### config.mk
export PLATFORM = sky130hd
export DESIGN_NAME = sensor_power_command_control
export DESIGN_NICKNAME = d
export VERILOG_FILES = /design/src/core/pmu_cmd_pkg.sv /design/src/core/sensor_power_command_control.sv /design/src/core/cmd_timer.sv
export SDC_FILE = /design/constraint.sdc
export NUM_CORES = 1
export LEC_CHECK = 0
export BUFFER_PORTS_ARGS = -buffer_cell sky130_fd_sc_hd__buf_2
export CAP_MARGIN = 20
export CORE_MARGIN = 2
export CORE_UTILIZATION = 40
export CTS_CLUSTER_DIAMETER = 50
export DETAILED_ROUTE_END_ITERATION = 12
export PLACE_DENSITY = 0.66
export SYNTH_ARGS = -nofsm -noshare
export SYNTH_HDL_FRONTEND = slang
export SYNTH_SLANG_ARGS = --single-unit
### constraint.sdc
create_clock -name clk -period 2.5 [get_ports clk]
set_input_delay 0.375 -clock clk [delete_from_list [all_inputs] [get_ports clk]]
set_output_delay 0.375 -clock clk [all_outputs]
set_load 0.02 [all_outputs]
### src/core/pmu_cmd_pkg.sv
/*
 * Constants for the sensor power-command controller: register indices,
 * field positions, reset values, command and mode codes, timing figures.
 * Assumes a 50 MHz clock and an AXI4-Lite register bus with 32-bit data.
 */
package pmu_cmd_pkg;
	// register indices; byte address is four times the index
	localparam logic [5:0] IDX_IDENT = 6'h00;
	localparam logic [5:0] IDX_ERROR = 6'h02;
	localparam logic [5:0] IDX_PAD = 6'h03;
	localparam logic [5:0] IDX_RATE = 6'h04;
	localparam logic [5:0] IDX_AXIS = 6'h05;
	localparam logic [5:0] IDX_COMMAND = 6'h06;
	localparam logic [5:0] IDX_STATUS = 6'h07;
	localparam logic [5:0] IDX_ACTIVE = 6'h08;
	localparam int AXI_ADDR_W = 8;
	localparam int IDX_LSB = 2;
	// identification nibbles; values are arbitrary
	localparam logic [3:0] IDENT_FIXED_DEFAULT = 4'h5;
	localparam logic [3:0] IDENT_PROG_DEFAULT = 4'h1;
	// field layout
	localparam int ODR_LSB = 0;
	localparam int ODR_W = 4;
	localparam int AVG_LSB = 4;
	localparam int AVG_W = 2;
	localparam int RATE_W = 6;
	localparam int PAD_W = 3;
	localparam int AXIS_W = 3;
	localparam int CMD_W = 4;
	localparam int ERR_CMD_BIT = 0;
	localparam int ST_BUSY_BIT = 0;
	localparam int ST_ODRW_BIT = 1;
	localparam int ST_AVGW_BIT = 2;
	localparam int ST_NORMAL_BIT = 3;
	localparam int ST_ILLEGAL_BIT = 4;
	localparam int ACT_AVG_LSB = 4;
	// reset values and the supported ODR range
	localparam logic [PAD_W-1:0] PAD_RESET = 3'h7;
	localparam logic [RATE_W-1:0] RATE_RESET = 6'h14;
	localparam logic [AXIS_W-1:0] AXIS_RESET = 3'h7;
	localparam logic [ODR_W-1:0] ODR_MIN = 4'h2;
	localparam logic [ODR_W-1:0] ODR_MAX = 4'ha;
	// bus responses
	localparam logic [1:0] RESP_OKAY = 2'h0;
	localparam logic [1:0] RESP_DECERR = 2'h3;
	// command processing times
	localparam int CLK_PERIOD_NS = 20;
	localparam int CMD_TIME_NS = 2000;
	localparam int CMD_CYCLES = (CMD_TIME_NS + CLK_PERIOD_NS - 1) / CLK_PERIOD_NS;
	localparam int REJECT_TIME_NS = 40;
	localparam int REJECT_CYCLES = (REJECT_TIME_NS + CLK_PERIOD_NS - 1) / CLK_PERIOD_NS;

	typedef enum logic [3:0] {
		SLEEP_ENTRY = 4'b0000,
		NORMAL_MODE_ENTRY = 4'b0001,
		RATE_SETTINGS_APPLY = 4'b0010,
		FORCED_MEASURE_FULL = 4'b0011,
		FORCED_MEASURE_QUICK = 4'b0100,
		FLUX_GUIDE_RESET_FULL = 4'b0101,
		FLUX_GUIDE_RESET_QUICK = 4'b0110,
		BIT_RESET_FULL = 4'b0111,
		BIT_RESET_QUICK = 4'b1000
	} power_cmd_t;

	typedef enum logic [1:0] {
		MODE_SUSPEND = 2'b00,
		MODE_NORMAL = 2'b01,
		MODE_FORCED = 2'b10
	} power_mode_t;
endpackage

### src/core/sensor_power_command_control.sv
/*
 * Power-command controller of a magnetic sensor, reached over AXI4-Lite.
 * Holds identification, command error, pad drive, rate/averaging, axis
 * enable, command, status and active-setting registers, and drives the
 * sensor core's mode and one-shot action strobes.
 * Assumes a 50 MHz clk, a one-clock design, and a host obeying busy.
 */
`timescale 1ns/1ns
`default_nettype none
module sensor_power_command_control #(
	parameter int CMD_CYCLES = pmu_cmd_pkg::CMD_CYCLES,
	parameter int TIMER_W = 8,
	parameter logic [3:0] IDENT_FIXED = pmu_cmd_pkg::IDENT_FIXED_DEFAULT,
	parameter logic [3:0] IDENT_PROG = pmu_cmd_pkg::IDENT_PROG_DEFAULT
) (
	input wire logic clk,
	input wire logic rst_b,
	input wire logic clkEn,
	input wire logic awvalid,
	output logic awready,
	input wire logic [pmu_cmd_pkg::AXI_ADDR_W-1:0] awaddr,
	input wire logic [2:0] awprot,
	input wire logic wvalid,
	output logic wready,
	input wire logic [31:0] wdata,
	input wire logic [3:0] wstrb,
	output logic bvalid,
	input wire logic bready,
	output logic [1:0] bresp,
	input wire logic arvalid,
	output logic arready,
	input wire logic [pmu_cmd_pkg::AXI_ADDR_W-1:0] araddr,
	input wire logic [2:0] arprot,
	output logic rvalid,
	input wire logic rready,
	output logic [31:0] rdata,
	output logic [1:0] rresp,
	output logic cmdBusy,
	output logic normalMode,
	output logic forcedMode,
	output logic measureStart,
	output logic fluxGuideStart,
	output logic bitResetStart,
	output logic quickRecharge,
	output logic [pmu_cmd_pkg::AXIS_W-1:0] axisEnable,
	output logic [pmu_cmd_pkg::PAD_W-1:0] padDrive,
	output logic [pmu_cmd_pkg::ODR_W-1:0] activeOdr,
	output logic [pmu_cmd_pkg::AVG_W-1:0] activeAvg,
	output logic odrSupported,
	output logic [3:0] avgSamples
);
	if (CMD_CYCLES < pmu_cmd_pkg::REJECT_CYCLES || CMD_CYCLES >= (1 << TIMER_W)) begin : g_bad_cycles
		$error("CMD_CYCLES must fit the timer and not be below the reject time");
	end

	// bus state; address and data channels are held while ready is low
	logic [pmu_cmd_pkg::AXI_ADDR_W-1:0] wrAddr;
	logic [31:0] wrData;
	logic [3:0] wrStrb;
	// register contents
	logic errFlag;
	logic [pmu_cmd_pkg::RATE_W-1:0] rateCfg;
	logic illegalFlag;
	logic odrOverwritten;
	logic avgOverwritten;
	pmu_cmd_pkg::power_mode_t mode;
	pmu_cmd_pkg::power_mode_t next_mode;
	logic timerDone;

	// write and read commit decode
	wire logic wrCommit = clkEn && !awready && !wready && !bvalid;
	wire logic rdCommit = clkEn && arvalid && arready;
	wire logic [5:0] wrIdx = wrAddr[pmu_cmd_pkg::IDX_LSB +: 6];
	wire logic [5:0] rdIdx = araddr[pmu_cmd_pkg::IDX_LSB +: 6];
	wire logic lowLane = wrStrb[0];
	wire logic wrMapped = wrIdx inside {pmu_cmd_pkg::IDX_IDENT, pmu_cmd_pkg::IDX_ERROR, pmu_cmd_pkg::IDX_PAD,
		pmu_cmd_pkg::IDX_RATE, pmu_cmd_pkg::IDX_AXIS, pmu_cmd_pkg::IDX_COMMAND, pmu_cmd_pkg::IDX_STATUS,
		pmu_cmd_pkg::IDX_ACTIVE};
	wire logic rdMapped = rdIdx inside {pmu_cmd_pkg::IDX_IDENT, pmu_cmd_pkg::IDX_ERROR, pmu_cmd_pkg::IDX_PAD,
		pmu_cmd_pkg::IDX_RATE, pmu_cmd_pkg::IDX_AXIS, pmu_cmd_pkg::IDX_COMMAND, pmu_cmd_pkg::IDX_STATUS,
		pmu_cmd_pkg::IDX_ACTIVE};
	wire logic wrLow = wrCommit && lowLane;

	// command decode and acceptance
	wire logic cmdWrite = wrLow && wrIdx == pmu_cmd_pkg::IDX_COMMAND;
	wire logic [3:0] cmdCode = wrData[pmu_cmd_pkg::CMD_W-1:0];
	wire logic codeUndefined = cmdCode > pmu_cmd_pkg::BIT_RESET_QUICK;
	wire logic normalBlocked = mode == pmu_cmd_pkg::MODE_NORMAL && cmdCode != pmu_cmd_pkg::SLEEP_ENTRY
		&& cmdCode != pmu_cmd_pkg::RATE_SETTINGS_APPLY;
	wire logic notPermitted = codeUndefined || normalBlocked;
	wire logic cmdTaken = cmdWrite && !cmdBusy;
	wire logic cmdAccepted = cmdTaken && !notPermitted;
	wire logic cmdRejected = cmdTaken && notPermitted;
	wire logic isForced = cmdCode == pmu_cmd_pkg::FORCED_MEASURE_FULL || cmdCode == pmu_cmd_pkg::FORCED_MEASURE_QUICK;
	wire logic isFlux = cmdCode == pmu_cmd_pkg::FLUX_GUIDE_RESET_FULL || cmdCode == pmu_cmd_pkg::FLUX_GUIDE_RESET_QUICK;
	wire logic isBitReset = cmdCode == pmu_cmd_pkg::BIT_RESET_FULL || cmdCode == pmu_cmd_pkg::BIT_RESET_QUICK;
	wire logic isQuick = cmdCode == pmu_cmd_pkg::FORCED_MEASURE_QUICK || cmdCode == pmu_cmd_pkg::FLUX_GUIDE_RESET_QUICK
		|| cmdCode == pmu_cmd_pkg::BIT_RESET_QUICK;
	wire logic rateApply = cmdAccepted && cmdCode == pmu_cmd_pkg::RATE_SETTINGS_APPLY;
	wire logic [pmu_cmd_pkg::ODR_W-1:0] cfgOdr = rateCfg[pmu_cmd_pkg::ODR_LSB +: pmu_cmd_pkg::ODR_W];
	wire logic [pmu_cmd_pkg::AVG_W-1:0] cfgAvg = rateCfg[pmu_cmd_pkg::AVG_LSB +: pmu_cmd_pkg::AVG_W];
	wire logic [TIMER_W-1:0] timerLoad = notPermitted ? TIMER_W'(pmu_cmd_pkg::REJECT_CYCLES) : TIMER_W'(CMD_CYCLES);

	// command error flag: set wins over read clear and write-one clear
	wire logic errSet = cmdWrite && cmdBusy;
	wire logic errReadClear = rdCommit && rdIdx == pmu_cmd_pkg::IDX_ERROR;
	wire logic errWriteClear = wrLow && wrIdx == pmu_cmd_pkg::IDX_ERROR && wrData[pmu_cmd_pkg::ERR_CMD_BIT];
	wire logic next_errFlag = errSet || (errFlag && !errReadClear && !errWriteClear);

	// read data mux; reserved bits and the write-only command read zero
	logic [7:0] readByte;
	always_comb begin
		readByte = 8'h00;
		case (rdIdx)
			pmu_cmd_pkg::IDX_IDENT: readByte = {IDENT_FIXED, IDENT_PROG};
			pmu_cmd_pkg::IDX_ERROR: readByte[pmu_cmd_pkg::ERR_CMD_BIT] = errFlag;
			pmu_cmd_pkg::IDX_PAD: readByte[pmu_cmd_pkg::PAD_W-1:0] = padDrive;
			pmu_cmd_pkg::IDX_RATE: readByte[pmu_cmd_pkg::RATE_W-1:0] = rateCfg;
			pmu_cmd_pkg::IDX_AXIS: readByte[pmu_cmd_pkg::AXIS_W-1:0] = axisEnable;
			pmu_cmd_pkg::IDX_STATUS: begin
				readByte[pmu_cmd_pkg::ST_BUSY_BIT] = cmdBusy;
				readByte[pmu_cmd_pkg::ST_ODRW_BIT] = odrOverwritten;
				readByte[pmu_cmd_pkg::ST_AVGW_BIT] = avgOverwritten;
				readByte[pmu_cmd_pkg::ST_NORMAL_BIT] = normalMode;
				readByte[pmu_cmd_pkg::ST_ILLEGAL_BIT] = illegalFlag;
			end
			pmu_cmd_pkg::IDX_ACTIVE: readByte = {2'h0, activeAvg, activeOdr};
			default: readByte = 8'h00;
		endcase
	end

	// power mode sequencing
	always_comb begin
		next_mode = mode;
		case (mode)
			pmu_cmd_pkg::MODE_SUSPEND, pmu_cmd_pkg::MODE_NORMAL, pmu_cmd_pkg::MODE_FORCED: begin
				if (mode == pmu_cmd_pkg::MODE_FORCED && timerDone) begin
					next_mode = pmu_cmd_pkg::MODE_SUSPEND; // single shot returns to suspend
				end
				if (cmdAccepted && cmdCode == pmu_cmd_pkg::SLEEP_ENTRY) begin
					next_mode = pmu_cmd_pkg::MODE_SUSPEND;
				end else if (cmdAccepted && cmdCode == pmu_cmd_pkg::NORMAL_MODE_ENTRY) begin
					next_mode = pmu_cmd_pkg::MODE_NORMAL;
				end else if (cmdAccepted && isForced) begin
					next_mode = pmu_cmd_pkg::MODE_FORCED;
				end
			end
			default: next_mode = pmu_cmd_pkg::MODE_SUSPEND;
		endcase
	end

	// busy timing for every taken command, short for a rejected one
	cmd_timer #(
		.WIDTH(TIMER_W)
	) u_timer (
		.clk(clk),
		.rst_b(rst_b),
		.clkEn(clkEn),
		.load(cmdTaken),
		.loadValue(timerLoad),
		.busy(cmdBusy),
		.done(timerDone)
	);

	// write channel handshakes and response
	always_ff @(posedge clk or negedge rst_b) begin
		if (!rst_b) begin
			awready <= 1'b1;
			wready <= 1'b1;
			bvalid <= 1'b0;
			bresp <= pmu_cmd_pkg::RESP_OKAY;
			wrAddr <= '0;
			wrData <= '0;
			wrStrb <= '0;
		end else if (clkEn) begin
			if (awvalid && awready) begin
				awready <= 1'b0;
				wrAddr <= awaddr;
			end
			if (wvalid && wready) begin
				wready <= 1'b0;
				wrData <= wdata;
				wrStrb <= wstrb;
			end
			if (wrCommit) begin
				bvalid <= 1'b1;
				bresp <= wrMapped ? pmu_cmd_pkg::RESP_OKAY : pmu_cmd_pkg::RESP_DECERR;
			end else if (bvalid && bready) begin
				bvalid <= 1'b0;
				awready <= 1'b1;
				wready <= 1'b1;
			end
		end
	end

	// read channel: one cycle from address to data
	always_ff @(posedge clk or negedge rst_b) begin
		if (!rst_b) begin
			arready <= 1'b1;
			rvalid <= 1'b0;
			rdata <= '0;
			rresp <= pmu_cmd_pkg::RESP_OKAY;
		end else if (clkEn) begin
			if (rdCommit) begin
				arready <= 1'b0;
				rvalid <= 1'b1;
				rdata <= {24'h000000, readByte};
				rresp <= rdMapped ? pmu_cmd_pkg::RESP_OKAY : pmu_cmd_pkg::RESP_DECERR;
			end else if (rvalid && rready) begin
				rvalid <= 1'b0;
				arready <= 1'b1;
			end
		end
	end

	// configuration registers, low byte lane only
	always_ff @(posedge clk or negedge rst_b) begin
		if (!rst_b) begin
			padDrive <= pmu_cmd_pkg::PAD_RESET;
			rateCfg <= pmu_cmd_pkg::RATE_RESET;
			axisEnable <= pmu_cmd_pkg::AXIS_RESET;
			errFlag <= 1'b0;
		end else if (clkEn) begin
			if (wrLow && wrIdx == pmu_cmd_pkg::IDX_PAD) padDrive <= wrData[pmu_cmd_pkg::PAD_W-1:0];
			if (wrLow && wrIdx == pmu_cmd_pkg::IDX_RATE) rateCfg <= wrData[pmu_cmd_pkg::RATE_W-1:0];
			if (wrLow && wrIdx == pmu_cmd_pkg::IDX_AXIS) axisEnable <= wrData[pmu_cmd_pkg::AXIS_W-1:0];
			errFlag <= next_errFlag;
		end
	end

	// command effects: mode, strobes, active rate settings, status flags
	always_ff @(posedge clk or negedge rst_b) begin
		if (!rst_b) begin
			mode <= pmu_cmd_pkg::MODE_SUSPEND;
			normalMode <= 1'b0;
			forcedMode <= 1'b0;
			measureStart <= 1'b0;
			fluxGuideStart <= 1'b0;
			bitResetStart <= 1'b0;
			quickRecharge <= 1'b0;
			illegalFlag <= 1'b0;
			activeOdr <= pmu_cmd_pkg::RATE_RESET[pmu_cmd_pkg::ODR_LSB +: pmu_cmd_pkg::ODR_W];
			activeAvg <= pmu_cmd_pkg::RATE_RESET[pmu_cmd_pkg::AVG_LSB +: pmu_cmd_pkg::AVG_W];
			odrSupported <= 1'b1;
			avgSamples <= 4'h2;
			odrOverwritten <= 1'b0;
			avgOverwritten <= 1'b0;
		end else if (clkEn) begin
			mode <= next_mode;
			normalMode <= next_mode == pmu_cmd_pkg::MODE_NORMAL;
			forcedMode <= next_mode == pmu_cmd_pkg::MODE_FORCED;
			measureStart <= cmdAccepted && isForced;
			fluxGuideStart <= cmdAccepted && isFlux;
			bitResetStart <= cmdAccepted && isBitReset;
			if (cmdAccepted && (isForced || isFlux || isBitReset)) quickRecharge <= isQuick;
			if (cmdRejected) illegalFlag <= 1'b1;
			else if (cmdAccepted) illegalFlag <= 1'b0;
			if (rateApply) begin
				activeOdr <= cfgOdr;
				activeAvg <= cfgAvg;
				odrSupported <= cfgOdr >= pmu_cmd_pkg::ODR_MIN && cfgOdr <= pmu_cmd_pkg::ODR_MAX;
				avgSamples <= 4'h1 << cfgAvg;
				odrOverwritten <= cfgOdr != activeOdr;
				avgOverwritten <= cfgAvg != activeAvg;
			end
		end
	end
endmodule // sensor_power_command_control
`default_nettype wire

### src/core/cmd_timer.sv
/*
 * Countdown timer that holds a busy level for a loaded number of cycles
 * and pulses done on the edge where busy falls.
 * Assumes the loader never loads while busy is high.
 */
`timescale 1ns/1ns
`default_nettype none
module cmd_timer #(
	parameter int WIDTH = 8
) (
	input wire logic clk,
	input wire logic rst_b,
	input wire logic clkEn,
	input wire logic load,
	input wire logic [WIDTH-1:0] loadValue,
	output logic busy,
	output logic done
);
	logic [WIDTH-1:0] count;
	wire logic atLast = busy && (count == WIDTH'(1));

	if (WIDTH < 2) begin : g_bad_width
		$error("cmd_timer needs WIDTH of at least 2");
	end

	// count down while busy
	always_ff @(posedge clk or negedge rst_b) begin
		if (!rst_b) begin
			count <= '0;
			busy <= 1'b0;
			done <= 1'b0;
		end else if (clkEn) begin
			if (load) begin
				count <= loadValue;
				busy <= 1'b1;
				done <= 1'b0;
			end else begin
				count <= busy ? count - WIDTH'(1) : count;
				busy <= busy && !atLast;
				done <= atLast;
			end
		end
	end
endmodule // cmd_timer
`default_nettype wire

Word-level counts from Yosys, hierarchy flattened

Cells that the tools add are included.
W data, S select, Z words.

Flip-flop bits (word level): 77
Latch bits: 0
RAM bits: 0
ROM bits: 0
Input bits: 66
Output and inout port bits: 65
Word-level logic and storage cells: 176
Memories: 0

$add $sub $neg: 1
Multipliers: 0
Divide/modulo/power cells: 0
$lt $le $gt $ge: 3
Equality and inequality tests: 30
Shift operators: 1
Mux-type cells: 31
Bitwise operators: 0
Reduce and logical (&&, ||, !) cells: 78

Operators with widths:

| cell                  | count |
|---|---|
| $eq A6 B3 Y1 const B  | 8 |
| $logic_and A1 B1 Y1   | 36 |
| $reduce_and A2 Y1     | 13 |
| $eq A6 B2 Y1 const B  | 4 |
| $mux W1               | 17 |
| $eq A4 B3 Y1 const B  | 4 |
| $mux W8               | 2 |
| $reduce_bool A8 Y1    | 2 |
| $mux W2               | 7 |
| $eq A6 B4 Y1 const B  | 2 |
| $logic_not A6 Y1      | 2 |
| $pmux W2 S5           | 1 |
| $logic_or A1 B1 Y1    | 9 |
| $eq A4 B2 Y1 const B  | 2 |
| $eq A8 B1 Y1 const B  | 1 |
| $logic_not A1 Y1      | 8 |
| $pmux W2 S4           | 1 |
| $reduce_bool A2 Y1    | 4 |
| $sub A8 B1 Y8 const B | 1 |
| $mux W7               | 1 |
| $pmux W1 S7           | 1 |
| $eq A2 B1 Y1 const B  | 2 |
| $eq A2 B2 Y1 const B  | 2 |
| $eq A4 B1 Y1 const B  | 1 |
| 13 further kinds      | 13 |

Logic depth before layout (Yosys ltp)

Gate-level depths: netlist of run 1.

Depth in word-level cells: 14
Gate-level depth with buffers: 8
Depth with buffers taken out: 6

Hierarchy

A second synthesis of run 1 with hierarchy kept.

Cells, all modules: 387
Area total of the unflattened synthesis: 4002.6 µm²

Modules (own cells, without submodules):

| module                       | instances | cells each | area each (µm²) | sequential area each (µm²) |
|---|---|---|---|---|
| sensor_power_command_control | 1         | 313        | 3337.0          | 1570.3 |
| cmd_timer                    | 1         | 74         | 665.6           | 250.2 |

Least setup slack after synthesis of run 1

OpenSTA, ideal clock, no wires.

Kind: register -> register
From: register bvalid
To: register u_timer.count[7]
Arrival: 1978 ps
Setup slack: 403 ps
Cell stages (with the launch flop): 6
Path buffers: 0
Clock period less this slack: 2097 ps
Cell sequence: dfrtp_1 > or4b_4 > o41a_4 > nor4_4 > xnor2_1 > nor2_2

Cells in the longest elaborated chain, start to end: 7
Elaborated cells on any way between the ends: 8

Ends and longest elaborated chain:

| item                                | line                                | RTL |
|---|---|---|
| start, declared                     | sensor_power_command_control.sv:27  | `output logic bvalid,` |
| start signal, assigned              | sensor_power_command_control.sv:170 | `bvalid <= 1'b0;` |
| start signal, assigned              | sensor_power_command_control.sv:186 | `bvalid <= 1'b1;` |
| start signal, assigned              | sensor_power_command_control.sv:189 | `bvalid <= 1'b0;` |
| $logic_not A1 Y1 *                  | sensor_power_command_control.sv:71  | `wire logic wrCommit = clkEn && !awready && !wready && !bvalid;` |
| $logic_and A1 B1 Y1 *               | sensor_power_command_control.sv:71  |  |
| $logic_and A1 B1 Y1 *               | sensor_power_command_control.sv:82  | `wire logic wrLow = wrCommit && lowLane;` |
| $logic_and A1 B1 Y1 *               | sensor_power_command_control.sv:85  | `wire logic cmdWrite = wrLow && wrIdx == pmu_cmd_pkg::IDX_COMMAND;` |
| $logic_and A1 B1 Y1 *               | sensor_power_command_control.sv:91  | `wire logic cmdTaken = cmdWrite && !cmdBusy;` |
| $reduce_bool A2 Y1 (no source line) | --                                  |  |
| $reduce_and A2 Y1 (no source line)  | --                                  |  |
| end signal, assigned                | cmd_timer.sv:34                     | `count <= loadValue;` |
| end signal, assigned                | cmd_timer.sv:38                     | `count <= busy ? count - WIDTH'(1) : count;` |
| end, declared                       | cmd_timer.sv:19                     | `logic [WIDTH-1:0] count;` |

Every way passes the cells marked *; elsewhere a longest branch is shown, timed or not.
A chain may end at the register's enable or synchronous reset.

Worst setup path after layout of run 1

From: register wrAddr[2] in the netlist's numbering
To: register u_timer.count[1]

Cells in the longest elaborated chain, start to end: 5
Elaborated cells on any way between the ends: 6

Ends and longest elaborated chain:

| item                                | line                                | RTL |
|---|---|---|
| start, declared                     | sensor_power_command_control.sv:57  | `logic [pmu_cmd_pkg::AXI_ADDR_W-1:0] wrAddr;` |
| start signal, assigned              | sensor_power_command_control.sv:178 | `wrAddr <= awaddr;` |
| $eq A6 B3 Y1 *                      | sensor_power_command_control.sv:85  |  |
| $logic_and A1 B1 Y1 *               | sensor_power_command_control.sv:85  |  |
| $logic_and A1 B1 Y1 *               | sensor_power_command_control.sv:91  |  |
| $reduce_bool A2 Y1 (no source line) | --                                  |  |
| $reduce_and A2 Y1 (no source line)  | --                                  |  |

Marked as above.

==> impl_metrics.env, run 1 <==
export IMPL_utilization=0.4774
export IMPL_fillers=858
export IMPL_leakagePower_nw=2.078
export IMPL_cts_buffers=9
export IMPL_ctsResizeCount=0
export IMPL_wirelength_um=8436
export IMPL_avgSynthCellArea_um2=10.05
export IMPL_ctsHoldBuffers=0
export IMPL_max_slew_worst_pin_slew_ns=0.7000
export IMPL_finalCritPeriodShare=0.8452
export IMPL_fmax_mhz=473.2
export IMPL_gp_congestion=0.8049
export IMPL_cts_tree="built"
export IMPL_grt_pass1_wl_um=13880
export IMPL_antenna_left=0
export IMPL_die_h_um=101.2
export IMPL_via_count=2937
export IMPL_overflow=0
export IMPL_power_density_nw_per_um2=906.3
export IMPL_ys_async_sr_fraction=1.000
export IMPL_drcViolationCount=0
export IMPL_port_buffers=66
export IMPL_worst_ep_arrival_time_ns=2.40
export IMPL_clock_root_buffer="clkbuf_8"
export IMPL_peakVddDrop_uv=311.3
export IMPL_postCtsSetupRepairBufs=0
export IMPL_grtUsageTotal=0.1745
export IMPL_cts_htree_levels=3
export IMPL_ys_seq_area_frac=0.4818
export IMPL_die_area_um2=10240
export IMPL_synth_top_flop_cell="dfrtp_1"
export IMPL_ys_seq_elements=72
export IMPL_dp_hpwl_um=6204
export IMPL_clkSlewWorstSetupHoldPaths_ns=0.08
export IMPL_yosys_warnings=0
export IMPL_crit_type="reg2reg"
export IMPL_clock_latency_ns=0.35
export IMPL_drt_iter0_markers=124
export IMPL_dp_cells=546
export IMPL_io_pins=131
export IMPL_hold_viol_final=0
export IMPL_synth_edf_count=0
export IMPL_setup_slack_ns=0.3869
export IMPL_grt_pass1_vias=2771
export IMPL_syn_instance_count=376
export IMPL_die_w_um=101.2
export IMPL_dp_worst_setup_slack_ns=0.3217
export IMPL_antenna_found_initial=0
export IMPL_hp_class="in2async"
export IMPL_clkSinkCount=72
export IMPL_crit_required_ns=2.79
export IMPL_grt_start_max_net_pins=42
export IMPL_initial_core_util=0.4109
export IMPL_core_area_um2=9196
export IMPL_start_kind="flop"
export IMPL_fin_cells=562
export IMPL_crit_fanout=5
export IMPL_slew_viol_final=0
export IMPL_layout_min_cycle_time_ns=2.113
export IMPL_insertedDiodeCount=0
export IMPL_dr_pass1_iters=4
export IMPL_clock_path_buffers=2
export IMPL_wl_per_cell_um=15.01
export IMPL_routed_via_density=5.226
export IMPL_ys_types=57
export IMPL_relSlewSlack=0.5333
export IMPL_final_common_cell="buf_2"
export IMPL_finalSetupViolations=0
export IMPL_nets=514
export IMPL_synth_area_um2=3779
export IMPL_report_power_total_mw=3.979
export IMPL_end_kind="flop"
export IMPL_drive_gt1_frac=0.3193
export IMPL_outcome="complete, no violations"
export IMPL_finalSetupTns_ns=0
export IMPL_drv_cap=0
export IMPL_syn2layout_area_growth_pct=16.19
export IMPL_rsz0062_at_grt="no"
export IMPL_fin_skew_ns=0.01041
export IMPL_layout_common_cells="buf_2 (66), nand2_1 (57), dfrtp_1 (57), mux2_2 (25), conb_1 (25)"
export IMPL_num_rows=35
cell type report:
type                            count  area, µm²  share of cell area
Sequential cell                    72       1821              0.4146
Tap cell                          111      138.9             0.03163
Inverter                            9      33.78            0.007695
Timing Repair Buffer               77      425.4             0.09689
Clock inverter                      7      102.6             0.02337
Clock buffer                        9      123.9             0.02821
Multi-Input combinational cell    277       1745              0.3975
worst paths after layout:
path / startpoint / end / slack [ns] / cells past startpoint
worst max-delay path: wrAddr[2] / u_timer.count[1] / 0.39 / 6
worst max register to register: wrAddr[2] / u_timer.count[1] / 0.39 / 6
min in group clk: arvalid / arready / 0.20 / 2
max in group asynchronous: rst_b / arready / 1.71 / 2
worst min-delay path: rst_b / wrStrb[0] / 0.07 / 1
worst min register to register: avgSamples[1] / avgSamples[1] / 0.47 / 2
state kept, by name (all words and copies together) (netlist names), 2 cells and up:
signal,cells
padDrive,3
rdata,7
wrAddr,6
activeOdr,4
wrData,6
activeAvg,2
rateCfg,6
u_timer.count,8
axisEnable,3
mode,2
avgSamples,4
power breakdown:
part           leakage (nW)  switching [mW]  internal [mW]  total (mW)
Clock                 0.111           0.481          0.574        1.06
Sequential            0.887           0.373           1.46        1.83
Combinational          1.08           0.600          0.492        1.09
per-stage QoR:
step	hold WS, ns	cell area, µm²
final	0.06668	4390
after global routing	0.1137	4390
after CTS	0.08489	4390
after detailed placement	0.4505	4164
after global placement	0.4464	4164
after floorplan	0.07941	3869
kinds of logic after synthesis:
logic type / share of synthesized area
flops: 0.4818
compound gates: 0.1341
other cells: 0.0009924
xor+xnor: 0.02318
buf+inv: 0.08013
fa+ha+maj: 0.006621
simple gates: 0.1854
mux: 0.08775
Yosys cell counts, drive strengths merged (2+ instances only):
master | instances | area [µm²]
a211oi | 4 | 30.03
a21o | 3 | 22.52
a21oi | 9 | 45.04
a222oi | 2 | 20.02
a22o | 2 | 17.52
a22oi | 4 | 30.03
a31oi | 6 | 37.54
a32o | 3 | 30.03
and2 | 2 | 12.51
buf | 32 | 231.5
clkbuf | 10 | 37.54
dfrtp | 57 | 1426
dfstp | 15 | 394.1
ha | 2 | 25.02
inv | 9 | 33.78
mux2 | 25 | 281.5
mux2i | 5 | 50.05
nand2 | 57 | 214.0
nand2b | 6 | 37.54
nand3 | 7 | 35.03
nand3b | 2 | 15.01
nand4 | 2 | 12.51
nor2 | 21 | 81.33
nor2b | 5 | 31.28
nor3 | 13 | 70.07
nor3b | 2 | 15.01
nor4 | 5 | 52.55
nor4b | 2 | 30.03
o21ai | 23 | 115.1
o22ai | 2 | 12.51
o2bb2ai | 3 | 26.28
o31a | 2 | 17.52
o31ai | 4 | 30.03
or2 | 2 | 12.51
or3 | 3 | 18.77
or4 | 3 | 22.52
xnor2 | 5 | 43.79
xor2 | 5 | 43.79
metal layers:
layer | wire, µm | vias to the layer above | track usage
li1 | - | 1425 | -
met1 | 3917 | 1398 | 0.2425
met2 | 3895 | 106 | 0.2680
met3 | 521 | 8 | 0.04141
met4 | 102 | 0 | 0.06237
met5 | 0 | - | 0
critical path, stage by stage (launching register included):
cell	delay, ns
dfrtp_1	0.42
or4_1	0.63
nor3_1	0.34
nand2_1	0.17
nor3_1	0.21
buf_4	0.16
o31a_1	0.13
Power figures use the tool's default switching activity.
==> inputs of run 2 (changes only) <==
- clock period: 2.5 -> 2.1 ns (I/O delays scaled with it)
==> impl_metrics.env, run 2 (same netlist as run 1, synthesis figures left out) <==
export IMPL_power_density_nw_per_um2=1044
export IMPL_end_kind="flop"
export IMPL_largest_reg_flops=8
export IMPL_clkSlewWorstSetupHoldPaths_ns=0.09
export IMPL_antenna_found_initial=0
export IMPL_via_count=3006
export IMPL_dp_cells=560
export IMPL_crit_required_ns=2.33
export IMPL_initial_core_util=0.4109
export IMPL_die_w_um=101.2
export IMPL_finalSetupViolations=0
export IMPL_reg2reg_depth=4
export IMPL_placed_area_um2=4269
export IMPL_num_rows=35
export IMPL_wirelength_um=8555
export IMPL_clock_root_buffer="clkbuf_8"
export IMPL_clkSinkCount=72
export IMPL_final_common_cell="buf_2"
export IMPL_clock_latency_ns=0.36
export IMPL_clock_path_buffers=2
export IMPL_finalSetupTns_ns=0
export IMPL_layout_min_cycle_time_ns=2.044
export IMPL_dr_pass1_iters=5
export IMPL_io_pins=131
export IMPL_fin_skew_ns=0.01294
export IMPL_grt_pass1_vias=2849
export IMPL_grt_start_max_net_pins=73
export IMPL_drv_cap=0
export IMPL_drcViolationCount=0
export IMPL_grtUsageTotal=0.1727
export IMPL_port_buffers=66
export IMPL_gp_congestion=0.8181
export IMPL_drive_gt1_frac=0.3462
export IMPL_slew_viol_final=0
export IMPL_insertedDiodeCount=0
export IMPL_worst_hold_slack_ns=0.1392
export IMPL_core_area_um2=9196
export IMPL_die_h_um=101.2
export IMPL_r2r_setup_slack_ns=0.06
export IMPL_finalCritPeriodShare=0.9731
export IMPL_fin_area_um2=4489
export IMPL_hp_start="arvalid"
export IMPL_regMostFlops="u_timer.count"
export IMPL_cts_htree_levels=3
export IMPL_fin_cells=579
export IMPL_fillers=885
export IMPL_worstReg2RegEnd="u_timer.count[1]"
export IMPL_min_delay_path_depth=2
export IMPL_nets=531
export IMPL_drt_iter0_markers=180
export IMPL_crit_type="reg2reg"
export IMPL_worst_ep_arrival_time_ns=2.28
export IMPL_antenna_left=0
export IMPL_hold_viol_final=0
export IMPL_start_kind="flop"
export IMPL_wl_per_cell_um=14.78
export IMPL_die_area_um2=10240
export IMPL_layout_common_cells="buf_2 (66), nand2_1 (57), dfrtp_1 (57), buf_4 (26)"
export IMPL_cts_buffers=9
export IMPL_syn2layout_area_growth_pct=18.81
export IMPL_crit_fanout=5
export IMPL_rsz0062_at_grt="no"
export IMPL_fmax_mhz=489.4
export IMPL_leakagePower_nw=2.143
export IMPL_regToRegStartpoint="awready"
export IMPL_hp_class="in2reg"
export IMPL_dp_worst_setup_slack_ns=0.007717
export IMPL_peakVddDrop_uv=458.6
export IMPL_dp_hpwl_um=6253
export IMPL_routed_via_density=5.192
export IMPL_outcome="complete, no violations"
export IMPL_largestRegisters="u_timer.count: 8 flops, rdata: 7 flops"
export IMPL_cts_tree="built"
export IMPL_min_to="arready"
export IMPL_overflow=0
export IMPL_setup_slack_ns=0.05649
export IMPL_max_slew_worst_pin_slew_ns=0.5762
export IMPL_grt_pass1_wl_um=13940
export IMPL_relSlewSlack=0.6129
[run 2: report_power, final]
group	leakage [nW]	internal, mW	total (mW)	switching (mW)
logic	1.17	0.708	1.55	0.842
registers	0.887	1.74	2.11	0.371
clock network	0.0903	0.470	1.03	0.558
[run 2: timing repair]
| item | 4_1_cts | 5_1_grt |
|---|---|---|
| setup endpoints to repair | 1 | 11 |
| setup buffers | 1 | 1 |
| cloned | 0 | 0 |
| resized for setup | 1 | 2 |
| pin swaps | 1 | 3 |
| hold endpoints to repair | 19 | 0 |
| hold buffers | 1 | 0 |
[run 2: worst max path at each step]
| stage | from | cells past startpoint | endpoint | slack [ns] |
|---|---|---|---|---|
| finish | awready | 4 | u_timer.count[1] | 0.06 |
| global route | awready | 4 | u_timer.count[1] | 0.01 |
| CTS | wrAddr[2] | 5 | u_timer.count[7] | 0.007 |
| detailed placement | awready | 5 | u_timer.count[7] | 0.008 |
| global placement | awready | 5 | u_timer.count[7] | 0.05 |
| floorplan | bvalid | 5 | u_timer.count[7] | 0.003 |
[run 2: area by class of cell]
type                       count  area [µm²]  area share
clock buffer                  11       141.4     0.03149
clock inverter                 5       38.79    0.008640
inverter                       9       33.78    0.007525
multi-input combinational    277        1760      0.3921
sequential                    72        1821      0.4055
tap                          111       138.9     0.03094
timing repair buffer          94       555.5      0.1237
[run 2: worst max-delay path, cell delays in order, from the launching register on]
cell and delay, ns:
dfstp_2 0.40, or4b_4 0.56, o41a_4 0.53, buf_4 0.16, o31a_1 0.27
[run 2: through the flow]
step                        util  power (mW)
final                     0.4882       4.686
after global routing      0.4882       5.004
after CTS                 0.4861       4.673
after detailed placement  0.4642       3.631
after global placement    0.4642       3.574
after floorplan                -       3.131
[run 2: routing by layer]
metal,track usage,up-vias,wire (µm)
li1,-,1453,-
met1,0.2431,1443,4009
met2,0.2664,95,3949
met3,0.02761,15,437
met4,0.07173,0,159
met5,0,-,0
